## config.mk

```make
export PLATFORM = sky130hd
export DESIGN_NAME = atp_access_port
export DESIGN_NICKNAME = d
export VERILOG_FILES = /design/src/inc/atp_pkg.sv /design/src/atp_access_port.sv /design/src/atp_sync.sv
export SDC_FILE = /design/constraint.sdc
export NUM_CORES = 1
export LEC_CHECK = 0
export BUFFER_PORTS_ARGS = -buffer_cell sky130_fd_sc_hd__buf_4
export CAP_MARGIN = 20
export CORE_ASPECT_RATIO = 1.5
export CORE_UTILIZATION = 45
export DETAILED_ROUTE_END_ITERATION = 8
export GPL_TIMING_DRIVEN = 0
export HOLD_SLACK_MARGIN = 0.03
export PLACE_DENSITY = 0.76
export SYNTH_ARGS = -nofsm -noshare
export SYNTH_HDL_FRONTEND = slang
export SYNTH_HIERARCHICAL = 1
export SYNTH_SLANG_ARGS = --single-unit
```

## constraint.sdc

```tcl
create_clock -name i_mclk -period 2.25 [get_ports i_mclk]
set_input_delay 0.225 -clock i_mclk [delete_from_list [all_inputs] [get_ports i_mclk]]
set_output_delay 0.225 -clock i_mclk [all_outputs]
set_load 0.05 [all_outputs]
```

## src/inc/atp_pkg.sv

```systemverilog
// Constants and types for the storage-device register access port.
// Assumes a single system clock at CLK_MHZ and an 8-bit external data bus.
package atp_pkg;

  // External data space addresses of the three port registers
  localparam logic [15:0] ADDR_HOLD_LOW  = 16'hF0D2;
  localparam logic [15:0] ADDR_HOLD_HIGH = 16'hF0D3;
  localparam logic [15:0] ADDR_CONTROL   = 16'hF0D4;

  // Control byte field positions
  localparam int CTRL_SEL_LSB   = 4;
  localparam int CTRL_WR_BIT    = 3;
  localparam int CTRL_RD_BIT    = 2;
  localparam int CTRL_FLUSH_BIT = 1;
  localparam int CTRL_SCMSB_BIT = 0;

  // Values after reset
  localparam logic [7:0]  HOLD_RST   = 8'h00;
  localparam logic [3:0]  SEL_RST    = 4'h0;
  localparam logic [7:0]  RDATA_RST  = 8'h00;
  localparam logic [15:0] DD_RST     = 16'h0000;
  localparam logic [7:0]  CNT_RST    = 8'h00;

  // Select code that addresses the 16-bit data register of the task file
  localparam logic [3:0]  SEL_DATA_REG = 4'h0;

  // Transfer timing, printed in ns, counted in clock cycles
  localparam int CLK_MHZ     = 250;
  localparam int T_SETUP_NS  = 70;
  localparam int T_ACTIVE_NS = 290;
  localparam int T_RECOV_NS  = 240;
  // Least times round up to whole cycles
  localparam int SETUP_CYC  = (T_SETUP_NS * CLK_MHZ + 999) / 1000;
  localparam int ACTIVE_CYC = (T_ACTIVE_NS * CLK_MHZ + 999) / 1000;
  localparam int RECOV_CYC  = (T_RECOV_NS * CLK_MHZ + 999) / 1000;

  // Sequencer states
  typedef enum logic [1:0] {
    st_idle,
    st_setup,
    st_strobe,
    st_recov
  } atp_state_e;

endpackage

```

## src/atp_access_port.sv

```systemverilog
// Register access port: holding pair and control byte that run single
// task-file read and write transfers on the attached storage bus.
// Assumes the MCU bus is synchronous to i_mclk and the storage bus pins
// are asynchronous; pin inputs pass a two-stage synchroniser.
`timescale 1ns/1ps
module atp_access_port #(
  parameter int CNT_W = 8
) (
  input  wire logic        i_mclk,
  input  wire logic        i_resetn,
  // MCU external data bus
  input  wire logic [15:0] i_xaddr,
  input  wire logic        i_xwr,
  input  wire logic        i_xrd,
  input  wire logic [7:0]  i_xwdata,
  output logic      [7:0]  o_xrdata,
  // Status from the sector counter logic and flush pulse to the sector buffer
  input  wire logic        i_sector_count_msb,
  output logic             o_sector_buffer_flush,
  // Storage device bus
  output logic      [3:0]  o_taskfile_select,
  output logic             o_dior_n,
  output logic             o_diow_n,
  input  wire logic [15:0] i_dd,
  output logic      [15:0] o_dd,
  output logic             o_dd_oe,
  output logic             o_busy
);

  // Elaboration check: every phase count must fit the counter
  initial begin
    if (atp_pkg::ACTIVE_CYC > (1 << CNT_W) || atp_pkg::SETUP_CYC > (1 << CNT_W) ||
        atp_pkg::RECOV_CYC > (1 << CNT_W)) begin
      $error("atp_access_port: CNT_W too small for transfer timing");
    end
  end

  localparam logic [CNT_W-1:0] SETUP_LD  = CNT_W'(atp_pkg::SETUP_CYC - 1);
  localparam logic [CNT_W-1:0] ACTIVE_LD = CNT_W'(atp_pkg::ACTIVE_CYC - 1);
  localparam logic [CNT_W-1:0] RECOV_LD  = CNT_W'(atp_pkg::RECOV_CYC - 1);

  logic [15:0]          dd_s;        // Synchronised storage data bus
  atp_pkg::atp_state_e  state_q;     // Sequencer state
  atp_pkg::atp_state_e  state_d;
  logic [CNT_W-1:0]     cnt_q;       // Cycles left in the current phase
  logic [CNT_W-1:0]     cnt_d;
  logic [7:0]           hold_lo_q;   // Holding pair, low byte
  logic [7:0]           hold_lo_d;
  logic [7:0]           hold_hi_q;   // Holding pair, high byte
  logic [7:0]           hold_hi_d;
  logic [3:0]           sel_q;       // Task-file register select
  logic [3:0]           sel_d;
  logic                 wr_go_q;     // Write start request
  logic                 wr_go_d;
  logic                 rd_go_q;     // Read start request
  logic                 rd_go_d;
  logic                 flush_q;     // One-cycle flush pulse
  logic                 flush_d;
  logic                 is_read_q;   // Current transfer direction
  logic                 is_read_d;
  logic [7:0]           rdata_q;     // Registered bus read data
  logic [7:0]           rdata_d;
  logic [3:0]           tf_q;        // Select driven to the pins
  logic [3:0]           tf_d;
  logic                 dior_n_q;
  logic                 dior_n_d;
  logic                 diow_n_q;
  logic                 diow_n_d;
  logic [15:0]          dd_q;
  logic [15:0]          dd_d;
  logic                 dd_oe_q;
  logic                 dd_oe_d;
  logic                 busy_q;      // Work pending or running, registered for the pin
  logic                 busy_d;
  logic                 wr_low;      // Bus write strobes per register
  logic                 wr_high;
  logic                 wr_ctrl;
  logic                 read_done;   // Last strobe cycle of a read

  // Pin inputs pass two flip-flops before any use
  atp_sync #(
    .W (16)
  ) u_dd_sync (
    .i_mclk   (i_mclk),
    .i_resetn (i_resetn),
    .i_async  (i_dd),
    .o_sync   (dd_s)
  );

  // Address decode of the three byte registers
  assign wr_low    = i_xwr && (i_xaddr == atp_pkg::ADDR_HOLD_LOW);
  assign wr_high   = i_xwr && (i_xaddr == atp_pkg::ADDR_HOLD_HIGH);
  assign wr_ctrl   = i_xwr && (i_xaddr == atp_pkg::ADDR_CONTROL);
  assign read_done = (state_q == atp_pkg::st_strobe) && (cnt_q == '0) && is_read_q;

  // Next-state logic for the sequencer and all registers
  always_comb begin
    state_d   = state_q;
    cnt_d     = cnt_q;
    hold_lo_d = hold_lo_q;
    hold_hi_d = hold_hi_q;
    sel_d     = sel_q;
    wr_go_d   = wr_go_q;
    rd_go_d   = rd_go_q;
    flush_d   = 1'b0;                              // Pulse lasts one cycle
    is_read_d = is_read_q;
    rdata_d   = rdata_q;
    tf_d      = tf_q;
    dior_n_d  = dior_n_q;
    diow_n_d  = diow_n_q;
    dd_d      = dd_q;
    dd_oe_d   = dd_oe_q;

    // Sequencer; hardware clears come first so a same-cycle set wins
    case (state_q)
      atp_pkg::st_idle: begin
        if (rd_go_q || wr_go_q) begin              // Start at once
          is_read_d = rd_go_q;                     // Read has priority
          tf_d      = sel_q;                       // Select onto pins
          dd_d      = {hold_hi_q, hold_lo_q};      // Write data from pair
          dd_oe_d   = !rd_go_q;
          cnt_d     = SETUP_LD;
          state_d   = atp_pkg::st_setup;
        end
      end
      atp_pkg::st_setup: begin
        if (cnt_q == '0) begin
          dior_n_d = !is_read_q;
          diow_n_d = is_read_q;
          cnt_d    = ACTIVE_LD;
          state_d  = atp_pkg::st_strobe;
        end else begin
          cnt_d = cnt_q - 1'b1;
        end
      end
      atp_pkg::st_strobe: begin
        if (cnt_q == '0) begin
          dior_n_d = 1'b1;
          diow_n_d = 1'b1;
          wr_go_d  = 1'b0;                         // Read also drops write
          if (is_read_q) begin
            rd_go_d = 1'b0;
          end
          cnt_d   = RECOV_LD;
          state_d = atp_pkg::st_recov;
        end else begin
          cnt_d = cnt_q - 1'b1;
        end
      end
      atp_pkg::st_recov: begin
        if (cnt_q == '0) begin
          dd_oe_d = 1'b0;
          state_d = atp_pkg::st_idle;
        end else begin
          cnt_d = cnt_q - 1'b1;
        end
      end
      default: begin
        state_d = atp_pkg::st_idle;
      end
    endcase

    // Software writes; select is frozen while a transfer runs or is about to
    // start, so the pins and the field never disagree at the start edge
    if (wr_low) begin
      hold_lo_d = i_xwdata;
    end
    if (wr_high) begin
      hold_hi_d = i_xwdata;
    end
    if (wr_ctrl) begin
      if (state_q == atp_pkg::st_idle && !rd_go_q && !wr_go_q) begin
        sel_d = i_xwdata[atp_pkg::CTRL_SEL_LSB +: 4];
      end
      // Go bits act only on a one; writing zero never cancels
      wr_go_d = wr_go_d | i_xwdata[atp_pkg::CTRL_WR_BIT];
      rd_go_d = rd_go_d | i_xwdata[atp_pkg::CTRL_RD_BIT];
      flush_d = i_xwdata[atp_pkg::CTRL_FLUSH_BIT];
    end

    // Returned value wins over a simultaneous software write
    if (read_done) begin
      hold_lo_d = dd_s[7:0];
      if (sel_q == atp_pkg::SEL_DATA_REG) begin
        hold_hi_d = dd_s[15:8];
      end
    end

    // Registered read data; unmapped addresses read zero
    if (i_xrd) begin
      case (i_xaddr)
        atp_pkg::ADDR_HOLD_LOW:  rdata_d = hold_lo_q;
        atp_pkg::ADDR_HOLD_HIGH: rdata_d = hold_hi_q;
        atp_pkg::ADDR_CONTROL:   rdata_d = {sel_q, wr_go_q, rd_go_q, flush_q,
                                            i_sector_count_msb};
        default:                 rdata_d = atp_pkg::RDATA_RST;
      endcase
    end

    // Busy follows the next state so the output flop matches it cycle for cycle
    busy_d = (state_d != atp_pkg::st_idle) || rd_go_d || wr_go_d;
  end

  // Register stage for all state
  always_ff @(posedge i_mclk) begin
    if (!i_resetn) begin
      state_q   <= atp_pkg::st_idle;
      cnt_q     <= CNT_W'(atp_pkg::CNT_RST);
      hold_lo_q <= atp_pkg::HOLD_RST;
      hold_hi_q <= atp_pkg::HOLD_RST;
      sel_q     <= atp_pkg::SEL_RST;
      wr_go_q   <= 1'b0;
      rd_go_q   <= 1'b0;
      flush_q   <= 1'b0;
      is_read_q <= 1'b0;
      rdata_q   <= atp_pkg::RDATA_RST;
      tf_q      <= atp_pkg::SEL_RST;
      dior_n_q  <= 1'b1;
      diow_n_q  <= 1'b1;
      dd_q      <= atp_pkg::DD_RST;
      dd_oe_q   <= 1'b0;
      busy_q    <= 1'b0;
    end else begin
      state_q   <= state_d;
      cnt_q     <= cnt_d;
      hold_lo_q <= hold_lo_d;
      hold_hi_q <= hold_hi_d;
      sel_q     <= sel_d;
      wr_go_q   <= wr_go_d;
      rd_go_q   <= rd_go_d;
      flush_q   <= flush_d;
      is_read_q <= is_read_d;
      rdata_q   <= rdata_d;
      tf_q      <= tf_d;
      dior_n_q  <= dior_n_d;
      diow_n_q  <= diow_n_d;
      dd_q      <= dd_d;
      dd_oe_q   <= dd_oe_d;
      busy_q    <= busy_d;
    end
  end

  // Outputs straight from flip-flops
  assign o_xrdata              = rdata_q;
  assign o_sector_buffer_flush = flush_q;
  assign o_taskfile_select     = tf_q;
  assign o_dior_n              = dior_n_q;
  assign o_diow_n              = diow_n_q;
  assign o_dd                  = dd_q;
  assign o_dd_oe               = dd_oe_q;
  assign o_busy                = busy_q;

  // Checks
  chk_flush_pulse: assert property (@(posedge i_mclk) disable iff (!i_resetn)
    flush_q && !(wr_ctrl && i_xwdata[atp_pkg::CTRL_FLUSH_BIT]) |=> !flush_q)
    else $error("flush pulse longer than one cycle");
  chk_read_clears: assert property (@(posedge i_mclk) disable iff (!i_resetn)
    read_done && !wr_ctrl |=> !rd_go_q && !wr_go_q)
    else $error("read finish left a go bit set");
  chk_read_load: assert property (@(posedge i_mclk) disable iff (!i_resetn)
    read_done |=> hold_lo_q == $past(dd_s[7:0]))
    else $error("read value not loaded into low byte");
  chk_data_full: assert property (@(posedge i_mclk) disable iff (!i_resetn)
    read_done && sel_q == atp_pkg::SEL_DATA_REG |=> hold_hi_q == $past(dd_s[15:8]))
    else $error("data register read lost high byte");
  chk_nondata_high: assert property (@(posedge i_mclk) disable iff (!i_resetn)
    read_done && sel_q != atp_pkg::SEL_DATA_REG && !wr_high |=> $stable(hold_hi_q))
    else $error("non-data read changed high byte");
  chk_write_drive: assert property (@(posedge i_mclk) disable iff (!i_resetn)
    state_q == atp_pkg::st_idle && wr_go_q && !rd_go_q
    |=> dd_oe_q && dd_q == $past({hold_hi_q, hold_lo_q}))
    else $error("write transfer not driving holding pair");
  chk_read_priority: assert property (@(posedge i_mclk) disable iff (!i_resetn)
    state_q == atp_pkg::st_idle && rd_go_q && wr_go_q |=> is_read_q && !dd_oe_q)
    else $error("write performed despite read request");
  chk_start_prompt: assert property (@(posedge i_mclk) disable iff (!i_resetn)
    state_q == atp_pkg::st_idle && rd_go_q |=> state_q == atp_pkg::st_setup
    ##[1:80] !dior_n_q)
    else $error("read transfer did not start");
  chk_select_drive: assert property (@(posedge i_mclk) disable iff (!i_resetn)
    state_q != atp_pkg::st_idle |-> tf_q == sel_q)
    else $error("select pins differ from select field");

endmodule

```

## src/atp_sync.sv

```systemverilog
// Two-stage synchroniser for a bundle of pin inputs.
// Assumes the bits are quasi-static while they are sampled as a group.
`timescale 1ns/1ps
module atp_sync #(
  parameter int W = 16
) (
  input  wire logic         i_mclk,
  input  wire logic         i_resetn,
  input  wire logic [W-1:0] i_async,
  output logic      [W-1:0] o_sync
);

  logic [W-1:0] meta_q;  // First stage, read only by the second
  logic [W-1:0] sync_q;  // Second stage, safe to use

  initial begin
    if (W < 1) begin
      $error("atp_sync: width must be at least one");
    end
  end

  // Both stages reset to zero so the pin value is never captured at reset
  always_ff @(posedge i_mclk) begin
    if (!i_resetn) begin
      meta_q <= '0;
      sync_q <= '0;
    end else begin
      meta_q <= i_async;
      sync_q <= meta_q;
    end
  end

  assign o_sync = sync_q;

endmodule

```

Word level (Yosys, flattened, before mapping):

Index checks and enable logic that the tools add are counted.

* flip-flop bits (word level): 98
* input bits: 45
* word-level logic and storage cells: 89

* add/subtract/negate cells: 1
* equal/unequal tests: 11
* muxes and demuxes: 31
* bitwise gates (word level): 2
* reduce and logical (&&, ||, !) cells: 26

Operators by type and width (number)
* 2-to-1 mux 8 bit: 9
* equality test 16 bit, second input constant: 3
* case mux 8 bit (4 select lines): 1
* case mux 8 bit (3 select lines): 1
* 2-to-1 mux 1 bit: 12
* zero test 8 bit: 1
* 2-to-1 mux 2 bit: 4
* != test 2 bit, second input constant: 4
* case mux 2 bit (4 select lines): 1
* AND reduction 2 bit: 4
* nonzero test 2 bit: 4
* subtractor 8 x 1 -> 8 bit, second input constant: 1
* logical AND 1 bit: 7
* case mux 1 bit (2 select lines): 3
* AND reduction 3 bit: 2
* equality test 2 bit, second input constant: 2
* zero test 4 bit: 1
* zero test 1 bit: 3
* logical OR 1 bit: 3
* equality test 2 x 1 -> 1 bit, second input constant: 1
* zero test 2 bit: 1
* != test 2 x 1 -> 1 bit, second input constant: 1
* OR 1 bit: 2

Depth between registers and ports, before layout:

* depth in word-level cells: 7
* gate-level depth with buffers: 8

By module:

The synthesis kept the hierarchy.

Modules (own cells, without submodules)
* atp_access_port: instances 1, cells each 373, area an instance 3119.2 µm², seq. area each 1321.3 µm²
* atp_sync: instances 1, cells each 67, area an instance 895.9 µm², seq. area each 640.6 µm²

Worst setup path before layout:

Ideal clock, no wire load.

* path kind: register -> register
* start point: register cnt_q[0]
* end point: register hold_hi_q[6]
* library setup time: 0.132 ns
* arrival: 1.803 ns
* data required time: 2.118 ns
* slack: 0.316 ns
* cell stages (with the launch flop): 9
* path buffers: 1
* cells stage by stage: dfxtp_1 -> inv_1 -> ha_1 -> or4b_1 -> nor2_4 -> nand3_1 -> clkbuf_1 -> o21ai_0 -> a21oi_1

* cells in the longest elaborated chain, start to end: 4

Ends and longest elaborated chain
* start, declared: RTL line atp_access_port.sv:45 `logic [CNT_W-1:0] cnt_q;`
* start signal, assigned: RTL line atp_access_port.sv:208 `cnt_q <= CNT_W'(atp_pkg::CNT_RST);`
* start signal, assigned: RTL line atp_access_port.sv:225 `cnt_q <= cnt_d;`
* zero test 8 bit: RTL line atp_access_port.sv:94 `assign read_done = (state_q == atp_pkg::st_strobe) && (cnt_q == '0) && is_read_q;`
* logical AND 1 bit (2 in a row): RTL line atp_access_port.sv:94
* 2-to-1 mux 8 bit: RTL line atp_access_port.sv:182 `if (read_done) begin`
* end signal, assigned: RTL line atp_access_port.sv:210 `hold_hi_q <= atp_pkg::HOLD_RST;`
* end signal, assigned: RTL line atp_access_port.sv:227 `hold_hi_q <= hold_hi_d;`
* end, declared: RTL line atp_access_port.sv:49 `logic [7:0] hold_hi_q;`

Every way passes these cells.
A chain may end at the register's enable or synchronous reset.

Worst setup path in the final report:

Ends and elaborated chain as after synthesis.

==> metrics <==
status=finished clean; Seq/Total Area, Yosys=roughly 49%; WL per Instance=~15 microns; Slew HR=a little under three fifths; Async S/R FF share, synth=0%; mapped cell area=roughly 0.004 sq mm; number of synthesized flops with an enable pin=0; Initial DRC Count=160; WP data required=2.48 ns; mux cell area share after synthesis=between 6 and 7%; critical path fanouts, max=10; setup violators final=0; Finished Layout Cells=between 600 and 700; most area-consuming cells after synthesis=dfxtp_1, mux2i_1, and2_2; antenna violations before repair=0; Fin Hold WS=roughly 0.097 ns; Clock transition at path regs=~0.06 ns; total power=~3.4 mW; final worst-path cycle share=between 90 and 100%; Cell Pwr Density=roughly 680 mW/mm^2; Compound-Gate Fraction of Synth Area=~17%; post-route ant nets=0; CP endpoint kind=flop; first-pass GRT wire length=between 15000 and 20000 microns; Synthesis Warnings=6; Setup crit start=cnt_q[0]; largest area contributor in the netlist=dfxtp_1; CTS tree=yes; gr ovfl total=0; die area=between 0.009 and 0.01 sq mm; DRC errors left=0; final hold vios=0; CP startpoint kind=flop; Reg-to-Reg End=hold_hi_q[6]; Pleak=between 1.5 and 2 nW; nets@finish=slightly below 600; Worst Reg-to-Reg Cells=8; die extent in x=79.1 microns; Clk Latency, worst-skew pair=0.35 ns; Ant. Diodes=0; I/O pins=between 70 and 80; RR Startpoint=cnt_q[0]; global-route usage over all layers=21.0%; core area=approximately 0.0085 sq mm; vias in the first global route=about 3200; HPWL after DPL=slightly above 7000 microns; CP Capture Point=hold_hi_q[6]; number of library cell types mapped by synthesis=49; Area growth, synth to finish=25.8%; Worst Skew=~0.010 ns; Max rail drop VDD=0.000534 V; GPL Wtd Cong=approximately 0.90; Pre-antenna DRT Iters=5; Mapped Cells=440; max-slew violations=0; FMAX=481 MHz; arrival time at the worst endpoint=around 2.3 ns; Initial Util=between 40% and 50%; syn_nets=just under 500; Yosys reg bits=98; RSZ-0062 raised after global routing=false; Worst Hold Class=input pin to flop; H-tree lvl count=3; Die Height=118 microns; Max-Cap Viols=0; Main synth FF type=dfxtp_1; largest net degree at the start of global routing=17; Least-Margin Pin Slew=0.647 ns; Synth Area in XOR/XNOR=0%; crit path kind=flop to flop; dpl cells=just over 600; area share of fa/ha/maj cells after synthesis=between 2 and 2.5%; post-layout min period=2.08 ns; final wirelength=around 9500 microns; vias after detailed routing=3435; post-DR vias/cell=around 5.4; post-synthesis simple-gate area fraction=21.5%; CTS max path bufs=2; CTS root buffer=clkbuf_16; Clock Sink Count=98; register-to-register setup slack=about 0.17 ns; syn avg cell area=9.13 sq um; layout cells sized above 1=approximately 27%; top-area cell type share of the netlist area=between 40% and 50%; Rows=about 40; Num CTS Buffers=9; port buffer count=between 70 and 80; largest family of logic cells by synthesized area=simple AND/OR/NAND/NOR gates
[synthesized netlist by cell type, types with 2 or more instances]
master and number:
clkbuf_1 19, o21ai_0 37, nor3_1 7, mux2i_1 27
a22oi_1 2, ha_1 7, nor2b_1 3, buf_6 2
o21a_1 2, a21oi_1 49, a31oi_1 2, nor2_1 19
or2_2 3, inv_1 8, nand2_1 62, clkbuf_2 3
a2bb2oi_1 9, a21o_1 2, and4_1 3, nand4_1 4
o211ai_1 2, nand3_1 5, and2_2 33, nor3b_1 6
dfxtp_1 98, a32o_1 3
[where the power goes]
group / internal (mW) / switching, mW
combinational: 0.0801 / 0.0647
clock: 0.863 / 0.645
sequential: 1.76 / 0.00482
[flip-flops by register name, indices dropped and copies added, names as in the netlist, 2 cells and up]
name and count:
o_dd 16, state_q 2, hold_hi_q 8, u_dd_sync/meta_q 16, cnt_q 8, u_dd_sync/o_sync 16, sel_q 4, o_xrdata 8
hold_lo_q 8, o_taskfile_select 4
[layer usage]
metal | wire (microns) | GRT usage (%) | up-vias | part of all wire (%)
met3 | 574 | 3.26 | 25 | 6.0
met5 | 0 | 0 | - | 0
met2 | 4820 | 35.3 | 125 | 51
met4 | 369 | 13.5 | 0 | 3.9
met1 | 3760 | 24.3 | 1570 | 39
li1 | - | - | 1715 | -
[layout by cell type, fill, tap and decap left out, types with 2 or more instances in the layout]
cell type   instances
a21o_1              2
a21oi_1            49
a22oi_1             2
a2bb2oi_1           9
a31oi_1             2
a32o_1              3
and2_2             33
and4_1              3
buf_4              79
buf_6               2
clkbuf_1           17
clkbuf_16           9
clkbuf_2            5
clkinvlp_4          2
dfxtp_1            98
ha_1                7
inv_1               8
inv_6               2
mux2i_1            27
nand2_1            61
nand3_1             4
nand4_1             4
nor2_1             19
nor2b_1             3
nor3_1              7
nor3b_1             6
o211ai_1            2
o21a_1              2
o21ai_0            37
or2_2               3
or4b_4              2
[how the worst min path moves through the flow]
stage | startpoint | to | slack (ns) | cells past startpoint
2_1_floorplan | i_resetn | u_dd_sync/meta_q[13] | 0.36 | 1
3_3_place_gp | u_dd_sync/meta_q[13] | u_dd_sync/o_sync[13] | 0.43 | 1
3_5_place_dp | u_dd_sync/meta_q[6] | u_dd_sync/o_sync[6] | 0.43 | 1
4_1_cts | i_dd[14] | u_dd_sync/meta_q[14] | 0.09 | 2
5_1_grt | i_dd[14] | u_dd_sync/meta_q[14] | 0.09 | 2
6_report | i_dd[14] | u_dd_sync/meta_q[14] | 0.1 | 2
[cell type report]
cell class,count,area (sq um)
multi-input combinational,307,1920
clock inverter,5,62.6
fill,777,3470
inverter,9,33.8
buffer,26,128
sequential,98,1960
clock buffer,10,229
tap,107,134
timing repair buffer,78,586
[kinds of logic (layout without fill, tap and decap cells)]
group	count (synthesis)	in the layout
muxes	27	27
adders and majority gates	7	7
DFF	98	98
AOI/OAI and AO/OA	116	116
and+or+nand+nor	157	157
buffers and inverters	35	128
[critical path: stages, from the launching register on]
cell	delay, ns
dfxtp_1	0.36
inv_1	0.09
ha_1	0.16
or4b_4	0.50
nor2_4	0.21
nand3_2	0.17
clkbuf_4	0.24
o21ai_0	0.19
a21oi_1	0.06
[metrics by stage]
stage / utilization, % / area (sq um) / worst slack (ns) / TNS (ns)
global route: 59.3 / 5050 / 0.0120 / 0
floorplan: - / 4020 / 0.316 / 0
global placement: 55.4 / 4720 / -0.0811 / -0.315
CTS: 59.0 / 5030 / -0.00780 / -0.00780
detailed placement: 55.4 / 4720 / -0.115 / -0.381
finish: 59.3 / 5050 / 0.172 / 0
[what timing repair did]
item                                   4_1_cts  5_1_grt
cloned                                       0        0
setup endpoints to repair                    7       16
hold buffers                                 0        0
setup buffers                                0        2
endpoints found under the hold margin        0        0
pin swaps                                    0        1
resized for setup                            5        4
Power figures use the tool's default switching activity.
